File: src/include/lert_pkg.sv
package lert_pkg;

  // ----------------------------------------------------------------
  // Register byte offsets on the bus.
  // ----------------------------------------------------------------
  localparam logic [7:0] CTRL_OFS   = 8'h00; // Configuration.
  localparam logic [7:0] CMD_OFS    = 8'h04; // Commands, write only.
  localparam logic [7:0] STATUS_OFS = 8'h08; // Running state.
  localparam logic [7:0] CNT_OFS    = 8'h0c; // Counter, read only.
  localparam logic [7:0] FIRST_COMPARE_VALUE_OFS  = 8'h10; // First compare value.
  localparam logic [7:0] SECOND_COMPARE_VALUE_OFS  = 8'h14; // Second compare value.
  localparam logic [7:0] PRIMARY_REPEAT_DONE_FLAG_OFS   = 8'h18; // Primary repeat count.
  localparam logic [7:0] SECONDARY_REPEAT_DONE_FLAG_OFS   = 8'h1c; // Secondary repeat count.
  localparam logic [7:0] IF_OFS     = 8'h20; // Interrupt flags.
  localparam logic [7:0] IFC_OFS    = 8'h24; // Flag clear, write 1.
  localparam logic [7:0] IEN_OFS    = 8'h28; // Interrupt enables.

  // ----------------------------------------------------------------
  // Field positions, widths and fixed values.
  // ----------------------------------------------------------------
  localparam int          CMD_START  = 0;  // Start command bit.
  localparam int          CMD_STOP   = 1;  // Stop command bit.
  localparam int          CMD_CLEAR  = 2;  // Clear command bit.
  localparam int          CTRL_W     = 13; // Width of the control word.
  localparam int          FLAG_W     = 5;  // Width of the flag word.
  localparam logic [15:0] CNT_WRAP   = 16'hffff; // Wrap value.
  localparam int          SYNC_LEN   = 2;  // Debug halt sync depth.

  // Repeat modes.
  localparam logic [1:0] REP_FREE = 2'h0;
  localparam logic [1:0] REP_ONE  = 2'h1;
  localparam logic [1:0] REP_BUF  = 2'h2;
  localparam logic [1:0] REP_DBL  = 2'h3;

  // Output action codes.
  localparam logic [1:0] OA_IDLE   = 2'h0;
  localparam logic [1:0] OA_TOGGLE = 2'h1;
  localparam logic [1:0] OA_PULSE  = 2'h2;
  localparam logic [1:0] OA_PWM    = 2'h3;

  // Control word, bit 0 is run_while_halted.
  typedef struct packed {
    logic       rtc_channel1_trigger_enable; // Bit 12.
    logic       rtc_channel0_trigger_enable; // Bit 11.
    logic       buffered_top_select;         // Bit 10.
    logic       top_from_compare_select;     // Bit 9.
    logic       output1_polarity;            // Bit 8.
    logic       output0_polarity;            // Bit 7.
    logic [1:0] output1_action_select;       // Bits 6:5.
    logic [1:0] output0_action_select;       // Bits 4:3.
    logic [1:0] repeat_mode_select;          // Bits 2:1.
    logic       run_while_halted;            // Bit 0.
  } ctrl_t;

  // Interrupt flag word, bit 0 is underflow.
  typedef struct packed {
    logic secondary_repeat_done_flag; // Bit 4.
    logic primary_repeat_done_flag;   // Bit 3.
    logic second_compare_value;                      // Bit 2.
    logic first_compare_value;                      // Bit 1.
    logic uf;                         // Bit 0.
  } flag_t;

endpackage

File: src/hw/low_energy_repeat_timer.sv
`timescale 1ns/1ps
module low_energy_repeat_timer (
  // Clock and reset.
  input  wire logic        clk_i,
  input  wire logic        rst_i,
  // Classic Wishbone slave.
  input  wire logic        wb_cyc_i,
  input  wire logic        wb_stb_i,
  input  wire logic        wb_we_i,
  input  wire logic [7:0]  wb_adr_i,
  input  wire logic [3:0]  wb_sel_i,
  input  wire logic [31:0] wb_dat_i,
  output logic      [31:0] wb_dat_o,
  output logic             wb_ack_o,
  // Compare events and debug state.
  input  wire logic        rtc_first_compare_value_i,
  input  wire logic        rtc_second_compare_value_i,
  input  wire logic        debug_halt_i,
  // Waveform outputs, status and request.
  output logic             out0_o,
  output logic             out1_o,
  output logic             running_o,
  output logic             irq_o
);

  // ----------------------------------------------------------------
  // State.
  // ----------------------------------------------------------------
  lert_pkg::ctrl_t ctrl_r;          // Control word.
  lert_pkg::flag_t if_r;            // Sticky flags.
  lert_pkg::flag_t ien_r;           // Flag enables.
  logic [15:0]     cnt_r;           // Down counter.
  logic [15:0]     first_compare_value_r;         // First compare value.
  logic [15:0]     second_compare_value_r;         // Second compare value.
  logic [7:0]      primary_repeat_done_flag_r;          // Primary repeat count.
  logic [7:0]      secondary_repeat_done_flag_r;          // Secondary repeat count.
  logic            used_r;          // Secondary value consumed.
  logic            skip_r;          // Next wrap is silent.
  logic            run_r;           // Timer running.
  logic            act0_r;          // Output 0 active.
  logic            act1_r;          // Output 1 active.
  logic [1:0]      halt_sync_r;     // Debug halt synchroniser.
  logic            wr_v_r;          // Staged write valid.
  logic [7:0]      wr_a_r;          // Staged write address.
  logic [31:0]     wr_d_r;          // Staged write data.
  logic [3:0]      wr_s_r;          // Staged byte enables.

  // ----------------------------------------------------------------
  // Next values.
  // ----------------------------------------------------------------
  logic [15:0] cnt_nxt;
  logic [15:0] first_compare_value_nxt;
  logic [7:0]  primary_repeat_done_flag_nxt;
  logic [7:0]  secondary_repeat_done_flag_nxt;
  logic        used_nxt;
  logic        skip_nxt;
  logic        run_nxt;
  logic        act0_nxt;
  logic        act1_nxt;
  lert_pkg::flag_t set_ev;          // Flag set events.
  logic        ufev;                // Real underflow this cycle.
  logic        rstop;               // Repeat logic asks to stop.
  logic        cnt_en;              // Counting this cycle.
  logic        m1;                  // Second compare match.

  // Decoded staged commands.
  logic wr_cmd;
  logic start_ev;
  logic stop_cmd;
  logic clr_cmd;
  logic wr_primary_repeat_done_flag;
  logic wr_secondary_repeat_done_flag;
  logic [31:0] wdat;                // Staged data with lanes merged.
  logic [31:0] rdat;                // Read mux.

  // ----------------------------------------------------------------
  // Bus slave.
  // ----------------------------------------------------------------
  // A request is answered one cycle after it is seen; the ack stays
  // low for a cycle after each answer so one request gives one ack.
  always_ff @(posedge clk_i)
  begin
    if (rst_i)
    begin
      wb_ack_o <= 1'b0;
      wb_dat_o <= 32'h0;
    end
    else
    begin
      wb_ack_o <= wb_cyc_i & wb_stb_i & ~wb_ack_o;
      wb_dat_o <= rdat;
    end
  end

  // Writes are captured at the ack edge and applied a cycle later,
  // standing in for the crossing into the slow timer domain.
  always_ff @(posedge clk_i)
  begin
    if (rst_i)
    begin
      wr_v_r <= 1'b0;
      wr_a_r <= 8'h0;
      wr_d_r <= 32'h0;
      wr_s_r <= 4'h0;
    end
    else
    begin
      wr_v_r <= wb_cyc_i & wb_stb_i & ~wb_ack_o & wb_we_i;
      wr_a_r <= wb_adr_i;
      wr_d_r <= wb_dat_i;
      wr_s_r <= wb_sel_i;
    end
  end

  // Read mux; unmapped offsets read as zero.
  always_comb
  begin
    rdat = 32'h0;
    unique case (wb_adr_i)
      lert_pkg::CTRL_OFS:   rdat[12:0] = ctrl_r;
      lert_pkg::STATUS_OFS: rdat[0]    = run_r;
      lert_pkg::CNT_OFS:    rdat[15:0] = cnt_r;
      lert_pkg::FIRST_COMPARE_VALUE_OFS:  rdat[15:0] = first_compare_value_r;
      lert_pkg::SECOND_COMPARE_VALUE_OFS:  rdat[15:0] = second_compare_value_r;
      lert_pkg::PRIMARY_REPEAT_DONE_FLAG_OFS:   rdat[7:0]  = primary_repeat_done_flag_r;
      lert_pkg::SECONDARY_REPEAT_DONE_FLAG_OFS:   rdat[7:0]  = secondary_repeat_done_flag_r;
      lert_pkg::IF_OFS:     rdat[4:0]  = if_r;
      lert_pkg::IEN_OFS:    rdat[4:0]  = ien_r;
      default:              rdat       = 32'h0;
    endcase
  end

  // Byte lanes not selected keep zero; registers are written whole.
  always_comb
  begin
    wdat = 32'h0;
    for (int i = 0; i < 4; i++)
    begin
      if (wr_s_r[i])
      begin
        wdat[8*i +: 8] = wr_d_r[8*i +: 8];
      end
    end
  end

  // Command and trigger decode; stop beats start.
  always_comb
  begin
    wr_cmd   = wr_v_r & (wr_a_r == lert_pkg::CMD_OFS);
    stop_cmd = wr_cmd & wdat[lert_pkg::CMD_STOP];
    clr_cmd  = wr_cmd & wdat[lert_pkg::CMD_CLEAR];
    // Compare events start the timer when enabled.
    start_ev = (wr_cmd & wdat[lert_pkg::CMD_START])
             | (rtc_first_compare_value_i & ctrl_r.rtc_channel0_trigger_enable)
             | (rtc_second_compare_value_i & ctrl_r.rtc_channel1_trigger_enable);
    wr_primary_repeat_done_flag  = wr_v_r & (wr_a_r == lert_pkg::PRIMARY_REPEAT_DONE_FLAG_OFS);
    wr_secondary_repeat_done_flag  = wr_v_r & (wr_a_r == lert_pkg::SECONDARY_REPEAT_DONE_FLAG_OFS);
  end

  // ----------------------------------------------------------------
  // Debug pause.
  // ----------------------------------------------------------------
  // Two flops give the documented two-cycle lag each way.
  always_ff @(posedge clk_i)
  begin
    if (rst_i)
    begin
      halt_sync_r <= 2'h0;
    end
    else
    begin
      halt_sync_r <= {halt_sync_r[0], debug_halt_i};
    end
  end

  // The pause only gates counting; run_r is untouched.
  assign cnt_en = run_r & ~(halt_sync_r[1] & ~ctrl_r.run_while_halted);

  // ----------------------------------------------------------------
  // Counter and repeat logic.
  // ----------------------------------------------------------------
  always_comb
  begin
    cnt_nxt   = cnt_r;
    first_compare_value_nxt = first_compare_value_r;
    primary_repeat_done_flag_nxt  = primary_repeat_done_flag_r;
    secondary_repeat_done_flag_nxt  = secondary_repeat_done_flag_r;
    used_nxt  = used_r;
    skip_nxt  = skip_r;
    set_ev    = '0;
    ufev      = 1'b0;
    rstop     = 1'b0;
    m1        = cnt_en & (cnt_r == second_compare_value_r);
    if (cnt_en)
    begin
      set_ev.first_compare_value = (cnt_r == first_compare_value_r);
      set_ev.second_compare_value = m1;
      if (cnt_r == 16'h0)
      begin
        // Reload from the top value or wrap.
        cnt_nxt = ctrl_r.top_from_compare_select ? first_compare_value_r : lert_pkg::CNT_WRAP;
        ufev    = ~skip_r; // Wrap after a clear is silent.
        skip_nxt = 1'b0;
      end
      else
      begin
        cnt_nxt = cnt_r - 16'h1;
      end
    end
    set_ev.uf = ufev;
    if (ufev)
    begin
      unique case (ctrl_r.repeat_mode_select)
        lert_pkg::REP_FREE: ; // Repeat counters ignored.
        lert_pkg::REP_ONE:
        begin
          // Decrement, stop on reaching zero.
          if (primary_repeat_done_flag_r != 8'h0)
          begin
            primary_repeat_done_flag_nxt = primary_repeat_done_flag_r - 8'h1;
          end
          set_ev.primary_repeat_done_flag = (primary_repeat_done_flag_r == 8'h1);
          rstop = (primary_repeat_done_flag_r <= 8'h1);
        end
        lert_pkg::REP_BUF:
        begin
          if ((primary_repeat_done_flag_r == 8'h1) && (secondary_repeat_done_flag_r != 8'h0) && !used_r)
          begin
            // Transfer the fresh secondary value.
            primary_repeat_done_flag_nxt = secondary_repeat_done_flag_r;
            used_nxt = 1'b1;
            set_ev.primary_repeat_done_flag = 1'b1;
            if (ctrl_r.buffered_top_select)
            begin
              first_compare_value_nxt = second_compare_value_r;
            end
          end
          else
          begin
            if (primary_repeat_done_flag_r != 8'h0)
            begin
              primary_repeat_done_flag_nxt = primary_repeat_done_flag_r - 8'h1;
            end
            set_ev.primary_repeat_done_flag = (primary_repeat_done_flag_r == 8'h1);
            rstop = (primary_repeat_done_flag_r <= 8'h1);
          end
        end
        lert_pkg::REP_DBL:
        begin
          // Each counts down alone and rests at zero.
          if (primary_repeat_done_flag_r != 8'h0)
          begin
            primary_repeat_done_flag_nxt = primary_repeat_done_flag_r - 8'h1;
          end
          if (secondary_repeat_done_flag_r != 8'h0)
          begin
            secondary_repeat_done_flag_nxt = secondary_repeat_done_flag_r - 8'h1;
          end
          set_ev.primary_repeat_done_flag   = (primary_repeat_done_flag_r == 8'h1);
          set_ev.secondary_repeat_done_flag = (secondary_repeat_done_flag_r == 8'h1);
          rstop = (primary_repeat_done_flag_r <= 8'h1) && (secondary_repeat_done_flag_r <= 8'h1);
        end
      endcase
    end
    // A buffered start from an empty state loads the secondary.
    if (start_ev && !run_r && (ctrl_r.repeat_mode_select == lert_pkg::REP_BUF)
        && (cnt_r == 16'h0) && (primary_repeat_done_flag_r == 8'h0) && (secondary_repeat_done_flag_r != 8'h0) && !used_r)
    begin
      primary_repeat_done_flag_nxt = secondary_repeat_done_flag_r;
      used_nxt = 1'b1;
      set_ev.primary_repeat_done_flag = 1'b1;
    end
    // Clear overrides every other counter update.
    if (clr_cmd)
    begin
      cnt_nxt  = 16'h0;
      skip_nxt = 1'b1;
    end
    // Software writes win over decrements and loads.
    if (wr_primary_repeat_done_flag)
    begin
      primary_repeat_done_flag_nxt = wdat[7:0];
    end
    if (wr_secondary_repeat_done_flag)
    begin
      secondary_repeat_done_flag_nxt = wdat[7:0];
      used_nxt = 1'b0; // Rearm the secondary value.
    end
    if (wr_v_r && (wr_a_r == lert_pkg::FIRST_COMPARE_VALUE_OFS))
    begin
      first_compare_value_nxt = wdat[15:0];
    end
    // A fresh repeat write keeps the timer going.
    if (wr_primary_repeat_done_flag || wr_secondary_repeat_done_flag)
    begin
      rstop = 1'b0;
    end
    // Stop wins, then start, then repeat exhaustion.
    if (stop_cmd)
    begin
      run_nxt = 1'b0;
    end
    else if (start_ev)
    begin
      run_nxt = 1'b1;
    end
    else
    begin
      run_nxt = run_r & ~rstop;
    end
  end

  // Counter, repeat and run state.
  always_ff @(posedge clk_i)
  begin
    if (rst_i)
    begin
      cnt_r   <= 16'h0;
      first_compare_value_r <= 16'h0;
      primary_repeat_done_flag_r  <= 8'h0;
      secondary_repeat_done_flag_r  <= 8'h0;
      used_r  <= 1'b0;
      skip_r  <= 1'b0;
      run_r   <= 1'b0;
    end
    else
    begin
      cnt_r   <= cnt_nxt;
      first_compare_value_r <= first_compare_value_nxt;
      primary_repeat_done_flag_r  <= primary_repeat_done_flag_nxt;
      secondary_repeat_done_flag_r  <= secondary_repeat_done_flag_nxt;
      used_r  <= used_nxt;
      skip_r  <= skip_nxt;
      run_r   <= run_nxt;
    end
  end

  // Configuration registers.
  always_ff @(posedge clk_i)
  begin
    if (rst_i)
    begin
      ctrl_r  <= '0;
      second_compare_value_r <= 16'h0;
      ien_r   <= '0;
    end
    else if (wr_v_r)
    begin
      if (wr_a_r == lert_pkg::CTRL_OFS)
      begin
        ctrl_r <= wdat[12:0];
      end
      if (wr_a_r == lert_pkg::SECOND_COMPARE_VALUE_OFS)
      begin
        second_compare_value_r <= wdat[15:0];
      end
      if (wr_a_r == lert_pkg::IEN_OFS)
      begin
        ien_r <= wdat[4:0];
      end
    end
  end

  // Sticky flags; a set in the clearing cycle wins.
  always_ff @(posedge clk_i)
  begin
    if (rst_i)
    begin
      if_r  <= '0;
      irq_o <= 1'b0;
    end
    else
    begin
      if (wr_v_r && (wr_a_r == lert_pkg::IFC_OFS))
      begin
        if_r <= (if_r & ~wdat[4:0]) | set_ev;
      end
      else
      begin
        if_r <= if_r | set_ev;
      end
      irq_o <= |(if_r & ien_r);
    end
  end

  // ----------------------------------------------------------------
  // Output actions.
  // ----------------------------------------------------------------
  // Next active state of one output from its action code. PWM and
  // pulse return idle whatever the count; activation needs it.
  function automatic logic act_f(input logic [1:0] oa, input logic act,
                                 input logic uf, input logic match,
                                 input logic nz);
    logic r;
    r = act;
    unique case (oa)
      lert_pkg::OA_IDLE:   r = 1'b0;
      lert_pkg::OA_TOGGLE: r = (uf & nz) ? ~act : act;
      lert_pkg::OA_PULSE:  r = uf & nz;
      lert_pkg::OA_PWM:    r = uf ? 1'b0 : ((match & nz) ? 1'b1 : act);
    endcase
    return r;
  endfunction

  assign act0_nxt = act_f(ctrl_r.output0_action_select, act0_r, ufev, m1,
                          primary_repeat_done_flag_r != 8'h0);
  assign act1_nxt = act_f(ctrl_r.output1_action_select, act1_r, ufev, m1,
                          secondary_repeat_done_flag_r != 8'h0);

  // Pins are registered; polarity flips idle and active.
  always_ff @(posedge clk_i)
  begin
    if (rst_i)
    begin
      act0_r    <= 1'b0;
      act1_r    <= 1'b0;
      out0_o    <= 1'b0;
      out1_o    <= 1'b0;
      running_o <= 1'b0;
    end
    else
    begin
      act0_r    <= act0_nxt;
      act1_r    <= act1_nxt;
      out0_o    <= act0_nxt ^ ctrl_r.output0_polarity;
      out1_o    <= act1_nxt ^ ctrl_r.output1_polarity;
      running_o <= run_nxt; // Pause leaves the status set.
    end
  end
endmodule

File: config.mk
export PLATFORM = sky130hd
export DESIGN_NAME = low_energy_repeat_timer
export DESIGN_NICKNAME = d
export VERILOG_FILES = /design/src/include/lert_pkg.sv /design/src/hw/low_energy_repeat_timer.sv
export SDC_FILE = /design/constraint.sdc
export NUM_CORES = 1
export LEC_CHECK = 0
export BUFFER_PORTS_ARGS = -buffer_cell sky130_fd_sc_hd__clkbuf_2
export CAP_MARGIN = 20
export CORE_ASPECT_RATIO = 0.7
export CORE_MARGIN = 3
export CORE_UTILIZATION = 45
export CTS_CLUSTER_DIAMETER = 50
export DETAILED_ROUTE_END_ITERATION = 7
export GPL_ROUTABILITY_DRIVEN = 0
export HOLD_SLACK_MARGIN = 0.12
export SLEW_MARGIN = 15
export SYNTH_ARGS = -nofsm -noshare
export SYNTH_HDL_FRONTEND = slang
export SYNTH_SLANG_ARGS = --single-unit
File: constraint.sdc
create_clock -name clk_i -period 7.1 [get_ports clk_i]
set_clock_uncertainty 0.05 [all_clocks]
set_input_delay 0.355 -clock clk_i [delete_from_list [all_inputs] [get_ports clk_i]]
set_output_delay 0.355 -clock clk_i [all_outputs]
set_load 0.01 [all_outputs]
## Word level (Yosys, flattened, before mapping)

Cells that the tools add are included.

| word-level totals | value |
|---|---|
| bits in registers | 157 |
| bits in latches | 0 |
| memory bits (writable) | 0 |
| ROM bits | 0 |
| input bits | 52 |
| output and inout port bits | 37 |
| word-level logic and storage cells | 211 |
| memories kept | 0 |

| operators by class | value |
|---|---|
| add/subtract/negate cells | 3 |
| $mul | 0 |
| div/mod/pow operators | 0 |
| order comparisons | 2 |
| eq/ne operators | 28 |
| shifts and indexed selects | 0 |
| muxes and demuxes | 53 |
| bitwise gates (word level) | 35 |
| reductions and logical operators | 49 |

Operators by type and width:

| cell | count |
|---|---|
| 16-bit 2-to-1 mux | 7 |
| 8-bit 2-to-1 mux | 11 |
| 8-bit by 5-bit equality test with 1-bit output (second input constant) | 8 |
| 16-bit equality test | 2 |
| 8-bit by 6-bit equality test with 1-bit output (second input constant) | 4 |
| 4-bit one-hot mux with 8 select lines | 1 |
| 8-bit logical NOT | 3 |
| 2-bit nonzero test | 12 |
| 1-bit 2-to-1 mux | 22 |
| 5-bit one-hot mux with 4 select lines | 1 |
| 1-bit AND | 19 |
| 3-bit one-hot mux with 6 select lines | 1 |
| 8-bit by 1-bit equality test with 1-bit output (second input constant) | 2 |
| 8-bit by 4-bit equality test with 1-bit output (second input constant) | 2 |
| 8-bit by 1-bit <= comparator with 1-bit output (second input constant) | 2 |
| 16-bit logical NOT | 1 |
| 8-bit one-hot mux with 2 select lines | 1 |
| 8-bit nonzero test | 2 |
| 16-bit by 1-bit subtractor with 16-bit output (second input constant) | 1 |
| 8-bit by 1-bit subtractor with 8-bit output (second input constant) | 2 |
| 2-bit equality test (second input constant) | 6 |
| 1-bit logical AND | 11 |
| 5-bit AND | 2 |
| 5-bit OR | 2 |
| other kinds (23) | 45 |

## Logic depth before layout (Yosys ltp)

| logic depth | value |
|---|---|
| word-level depth | 14 |
| depth in mapped cells | 11 |
| depth with buffers taken out | 9 |

## Worst setup path before layout

Ideal clock, no wire load.

| timing | value |
|---|---|
| path kind | register to register |
| start | reg cnt_r[0] |
| end | reg secondary_repeat_done_flag_r[5] |
| library setup time | 0.079 ns |
| data arrival time | 2.249 ns |
| required time | 6.971 ns |
| setup slack | 4.722 ns |
| cell stages (with the launch flop) | 11 |
| buffers on the path | 1 |
| clock period less this slack | 2.378 ns |
| path through | dfxtp_1 -> clkbuf_1 -> inv_1 -> ha_1 -> nor2b_1 -> nand4_4 -> or4_4 -> or3_1 -> xnor2_1 -> nor2_1 -> a211oi_2 |

| between the ends | value |
|---|---|
| word-level cells in the longest chain between the ends | 5 |

Ends and longest elaborated chain:

| element | RTL line | RTL |
|---|---|---|
| from (decl) | low_energy_repeat_timer.sv:32 | `logic [15:0] cnt_r;` |
| from (signal assigned) | low_energy_repeat_timer.sv:328 | `cnt_r <= cnt_nxt;` |
| 16-bit logical NOT | low_energy_repeat_timer.sv:198 | `if (cnt_r == 16'h0)` |
| 1-bit 2-to-1 mux | low_energy_repeat_timer.sv:198 |  |
| 1-bit 2-to-1 mux | low_energy_repeat_timer.sv:194 | `if (cnt_en)` |
| 2-bit nonzero test (no source line) | n/a |  |
| 3-bit AND reduction (no source line) | n/a |  |
| to (signal assigned) | low_energy_repeat_timer.sv:331 | `secondary_repeat_done_flag_r <= secondary_repeat_done_flag_nxt;` |
| to (decl) | low_energy_repeat_timer.sv:36 | `logic [7:0] secondary_repeat_done_flag_r;` |

Every way passes these cells.
A chain may end at the register's enable or synchronous reset.

## Worst setup path in the final report

| timing | value |
|---|---|
| start | reg cnt_r[6] |
| end | reg primary_repeat_done_flag_r[3] |

| between the ends | value |
|---|---|
| word-level cells in the longest chain between the ends | 7 |
| elaborated cells on any way between the ends | 12 |
| those cells by class | mux (4); reduce/logical (8) |

Ends and longest elaborated chain:

| element | RTL line | RTL |
|---|---|---|
| 16-bit logical NOT * | low_energy_repeat_timer.sv:198, low_energy_repeat_timer.sv:267 |  |
| 1-bit logical AND (4 in series) | low_energy_repeat_timer.sv:267 | `&& (cnt_r == 16'h0) && (primary_repeat_done_flag_r == 8'h0) && (secondary_repeat_done_flag_r != 8'h0) && !used ...` |
| 4-bit nonzero test (no source line) (tied with other cells) | n/a |  |
| 2-bit AND reduction (no source line) or 8-bit 2-to-1 mux (tied branches) | n/a |  |
| to (signal assigned) | low_energy_repeat_timer.sv:330 | `primary_repeat_done_flag_r <= primary_repeat_done_flag_nxt;` |
| to (decl) | low_energy_repeat_timer.sv:35 | `logic [7:0] primary_repeat_done_flag_r;` |

Every way passes the cells marked *; elsewhere a longest branch is shown, timed or not.

==> results.cfg <==
[setup_path]
end_kind = flop
path_cells = nor4_4, and4_1, o2111a_1, nor2_1, o21ai_1, a21oi_1, a221o_1
worstPathMaxFanout = 14
required_ns = 7.36
path_buf_inv = 0
crit_slowest_cell = and4_1
crit_type = flop to flop
crit_family = simple AND/OR/NAND/NOR gates
start_kind = flop
crit_path_max_incr_delay_ns = 0.71
r2r_setup_slack_ns = 4.00
cp_data_arrival_time_ns = 3.36

[cells_and_area]
fillers = 1504
area_delta_synth_final_pct = 14.5
regArea_um2 = 2820
n_antenna_cell = 0
nets = 984
drive_gt1_share_pct = 12.4
multi_input_area_um2 = 4140

[synthesis]
ys_top_cells_by_area = dfxtp_1 (38%), nor2_1 (6.9%), xnor2_1 (5.0%)
synth.area.mux_share_pct = 4.39
synth_fa_ha_area_share_pct = 1.19
ys_types = 75
netlist_instances = 882
synthFlopType = dfxtp_1
postSynthAreaPerCell_um2 = 8.37
synth_top_family_by_area = simple AND/OR/NAND/NOR gates
synth_area_um2 = 7380
synth_common_cells = dfxtp_1 (141), nor2_1 (136), a21oi_1 (64)
yosysTopAreaCell = dfxtp_1
async_reset_ff_share_pct = 0
ys_seq_area_share_pct = 38.3
synth_most_common_cell = dfxtp_1
synth_xor_area_share_pct = 5.70
yosys_warnings = 0
synth_edf_count = 0
ys_seq_elements = 141
yosys.area.top_type_share_pct = 38.3
yosys.area_share.simple_pct = 25.3
synth_compound_area_share_pct = 18.6

[place]
place_hpwl_um = 17100
io_buffers = 54

[clocking]
cts_tree = built
cts_resized = 0
clk_latency_ns = 0.42
cts_buffer_depth = 2
numCtsBuffers = 17
clk_transition_reported_paths_ns = 0.07
cts_htree_levels = 4
cts_root_buffer = clkbuf_16
clkSinkCount = 141

[sta]
max_slew.worst_pin.slew_ns = 1.10
relSlewSlack_pct = 26.6
timing.fmax_mhz = 322
period_needed_ns = 3.10
rsz0062_at_grt = no
final-hold-violation-count = 0
finalSetupViolCount = 0
slew_violations = 0
period_share_pct = 43.7
setup_tns_ns = 0
holdWs_ns = 0.132

[routing]
routed_wl_um = 23900
dr.pass1.iters = 8
routedWlPerCell_um = 20.6
drtIter0Drc = 919
drt-vias-per-instance = 5.89
ant_nets = 0
vias = 6817
drc = 0

[power]
p_leak_uw = 0.00301
pwr_density_cell_nw_per_um2 = 214
ir_drop_uv = 129

[floorplanning]
initial_core_util_pct = 46.8
die_x_um = 159
die_h_um = 113
core_area_um2 = 15800
pin_count = 89
dieArea_um2 = 18000
num_rows = 38

[grt]
grt_max_degree = 84
track_usage_pct = 26.2
grt_pass1_vias = 6107
grt_first_pass_wirelength_um = 36500
antenna_found_initial = 0
grt-ovfl-total = 0

[worst_hold_path]
holdCritPathClass = primary input to flop

[run_status]
status = completed

[flow_run]
maxCapViolCount = 0
where the power goes:
| part | leakage, uW | internal (uW) | switching [uW] |
|---|---|---|---|
| Sequential | 0.00114 | 800 | 7.70 |
| Combinational | 0.00159 | 27.2 | 42.3 |
| Clock | 0.000285 | 558 | 373 |
cell usage in the layout, fill, tap and decap left out, types with 13 or more instances in the layout:
| cell | instances |
|---|---|
| nor2b_1 | 40 |
| clkbuf_16 | 17 |
| nand3_1 | 17 |
| a211oi_1 | 26 |
| a22oi_1 | 13 |
| conb_1 | 16 |
| a21oi_1 | 64 |
| a222oi_1 | 13 |
| dlygate4sd3_1 | 21 |
| and2_1 | 15 |
| clkbuf_2 | 53 |
| nor3_1 | 22 |
| nand4_1 | 16 |
| nor2_1 | 136 |
| xnor2_1 | 42 |
| mux2i_1 | 29 |
| o21ai_0 | 31 |
| dfxtp_1 | 141 |
| inv_1 | 16 |
| nand2_1 | 52 |
state kept, by name, summed over array words and instances (netlist names), 8 cells and up:
register	cells
cnt_r	16
secondary_repeat_done_flag_r	8
first_compare_value_r	16
wb_dat_o	16
wr_a_r	8
wr_d_r	16
ctrl_r	13
primary_repeat_done_flag_r	8
second_compare_value_r	16
path summary, 6_finish.rpt:
path | end | cells past startpoint | start
worst max-delay path | primary_repeat_done_flag_r[3] | 7 | cnt_r[6]
worst min-delay path | wr_d_r[8] | 2 | wb_dat_i[8]
worst max register to register | primary_repeat_done_flag_r[3] | 7 | cnt_r[6]
worst min register to register | wb_ack_o | 1 | wb_ack_o
worst reg2reg max path, cell delays in order (launching register included):
cell and delay (ns):
dfxtp_1 0.48, nor4_4 0.54, and4_1 0.71, o2111a_1 0.48, nor2_1 0.19, o21ai_1 0.17, a21oi_1 0.10, a221o_1 0.27
area by class of cell:
cell class	instances	share of cell area (%)
clock buffer	17	5.04
clock inverter	14	2.18
timing repair buffer	82	6.34
multi-input combinational	667	49.1
sequential	141	33.4
tap	220	3.26
inverter	16	0.711
metal layers:
metal	GRT usage (%)	vias up	routed length (um)
met3	9.11	42	3310
met5	0	-	0
li1	-	3224	-
met4	5.48	0	389
met1	40.1	3160	11100
met2	35.1	391	9070
cells by family (layout without fill, tap and decap cells):
kind of cell    after synthesis  after routing
compound gates              206            206
other cells                   1             16
flops                       141            141
mux                          31             31
xor+xnor                     48             48
simple gates                359            359
fa+ha+maj                     7              7
buf+inv                      89            129
what timing repair did:
| action | 4_1_cts | 5_1_grt |
|---|---|---|
| hold endpoints to repair | 20 | 0 |
| buffers inserted | 0 | 0 |
| hold buffers | 21 | 0 |
metrics by stage:
| stage | area [um2] | utilization [%] | total power, uW | setup WS [ns] | cells |
|---|---|---|---|---|---|
| 2_1_floorplan | 7440 | - | 869 | 4.72 | 897 |
| 3_3_place_gp | 7630 | 48.3 | 884 | 4.16 | 1105 |
| 3_5_place_dp | 7630 | 48.3 | 885 | 4.12 | 1105 |
| 4_1_cts | 8450 | 53.5 | 1810 | 4.11 | 1157 |
| 5_1_grt | 8450 | 53.5 | 1860 | 3.85 | 1157 |
| 6_report | 8450 | 53.5 | 1810 | 4.00 | 1157 |
Power figures use the tool's default switching activity.
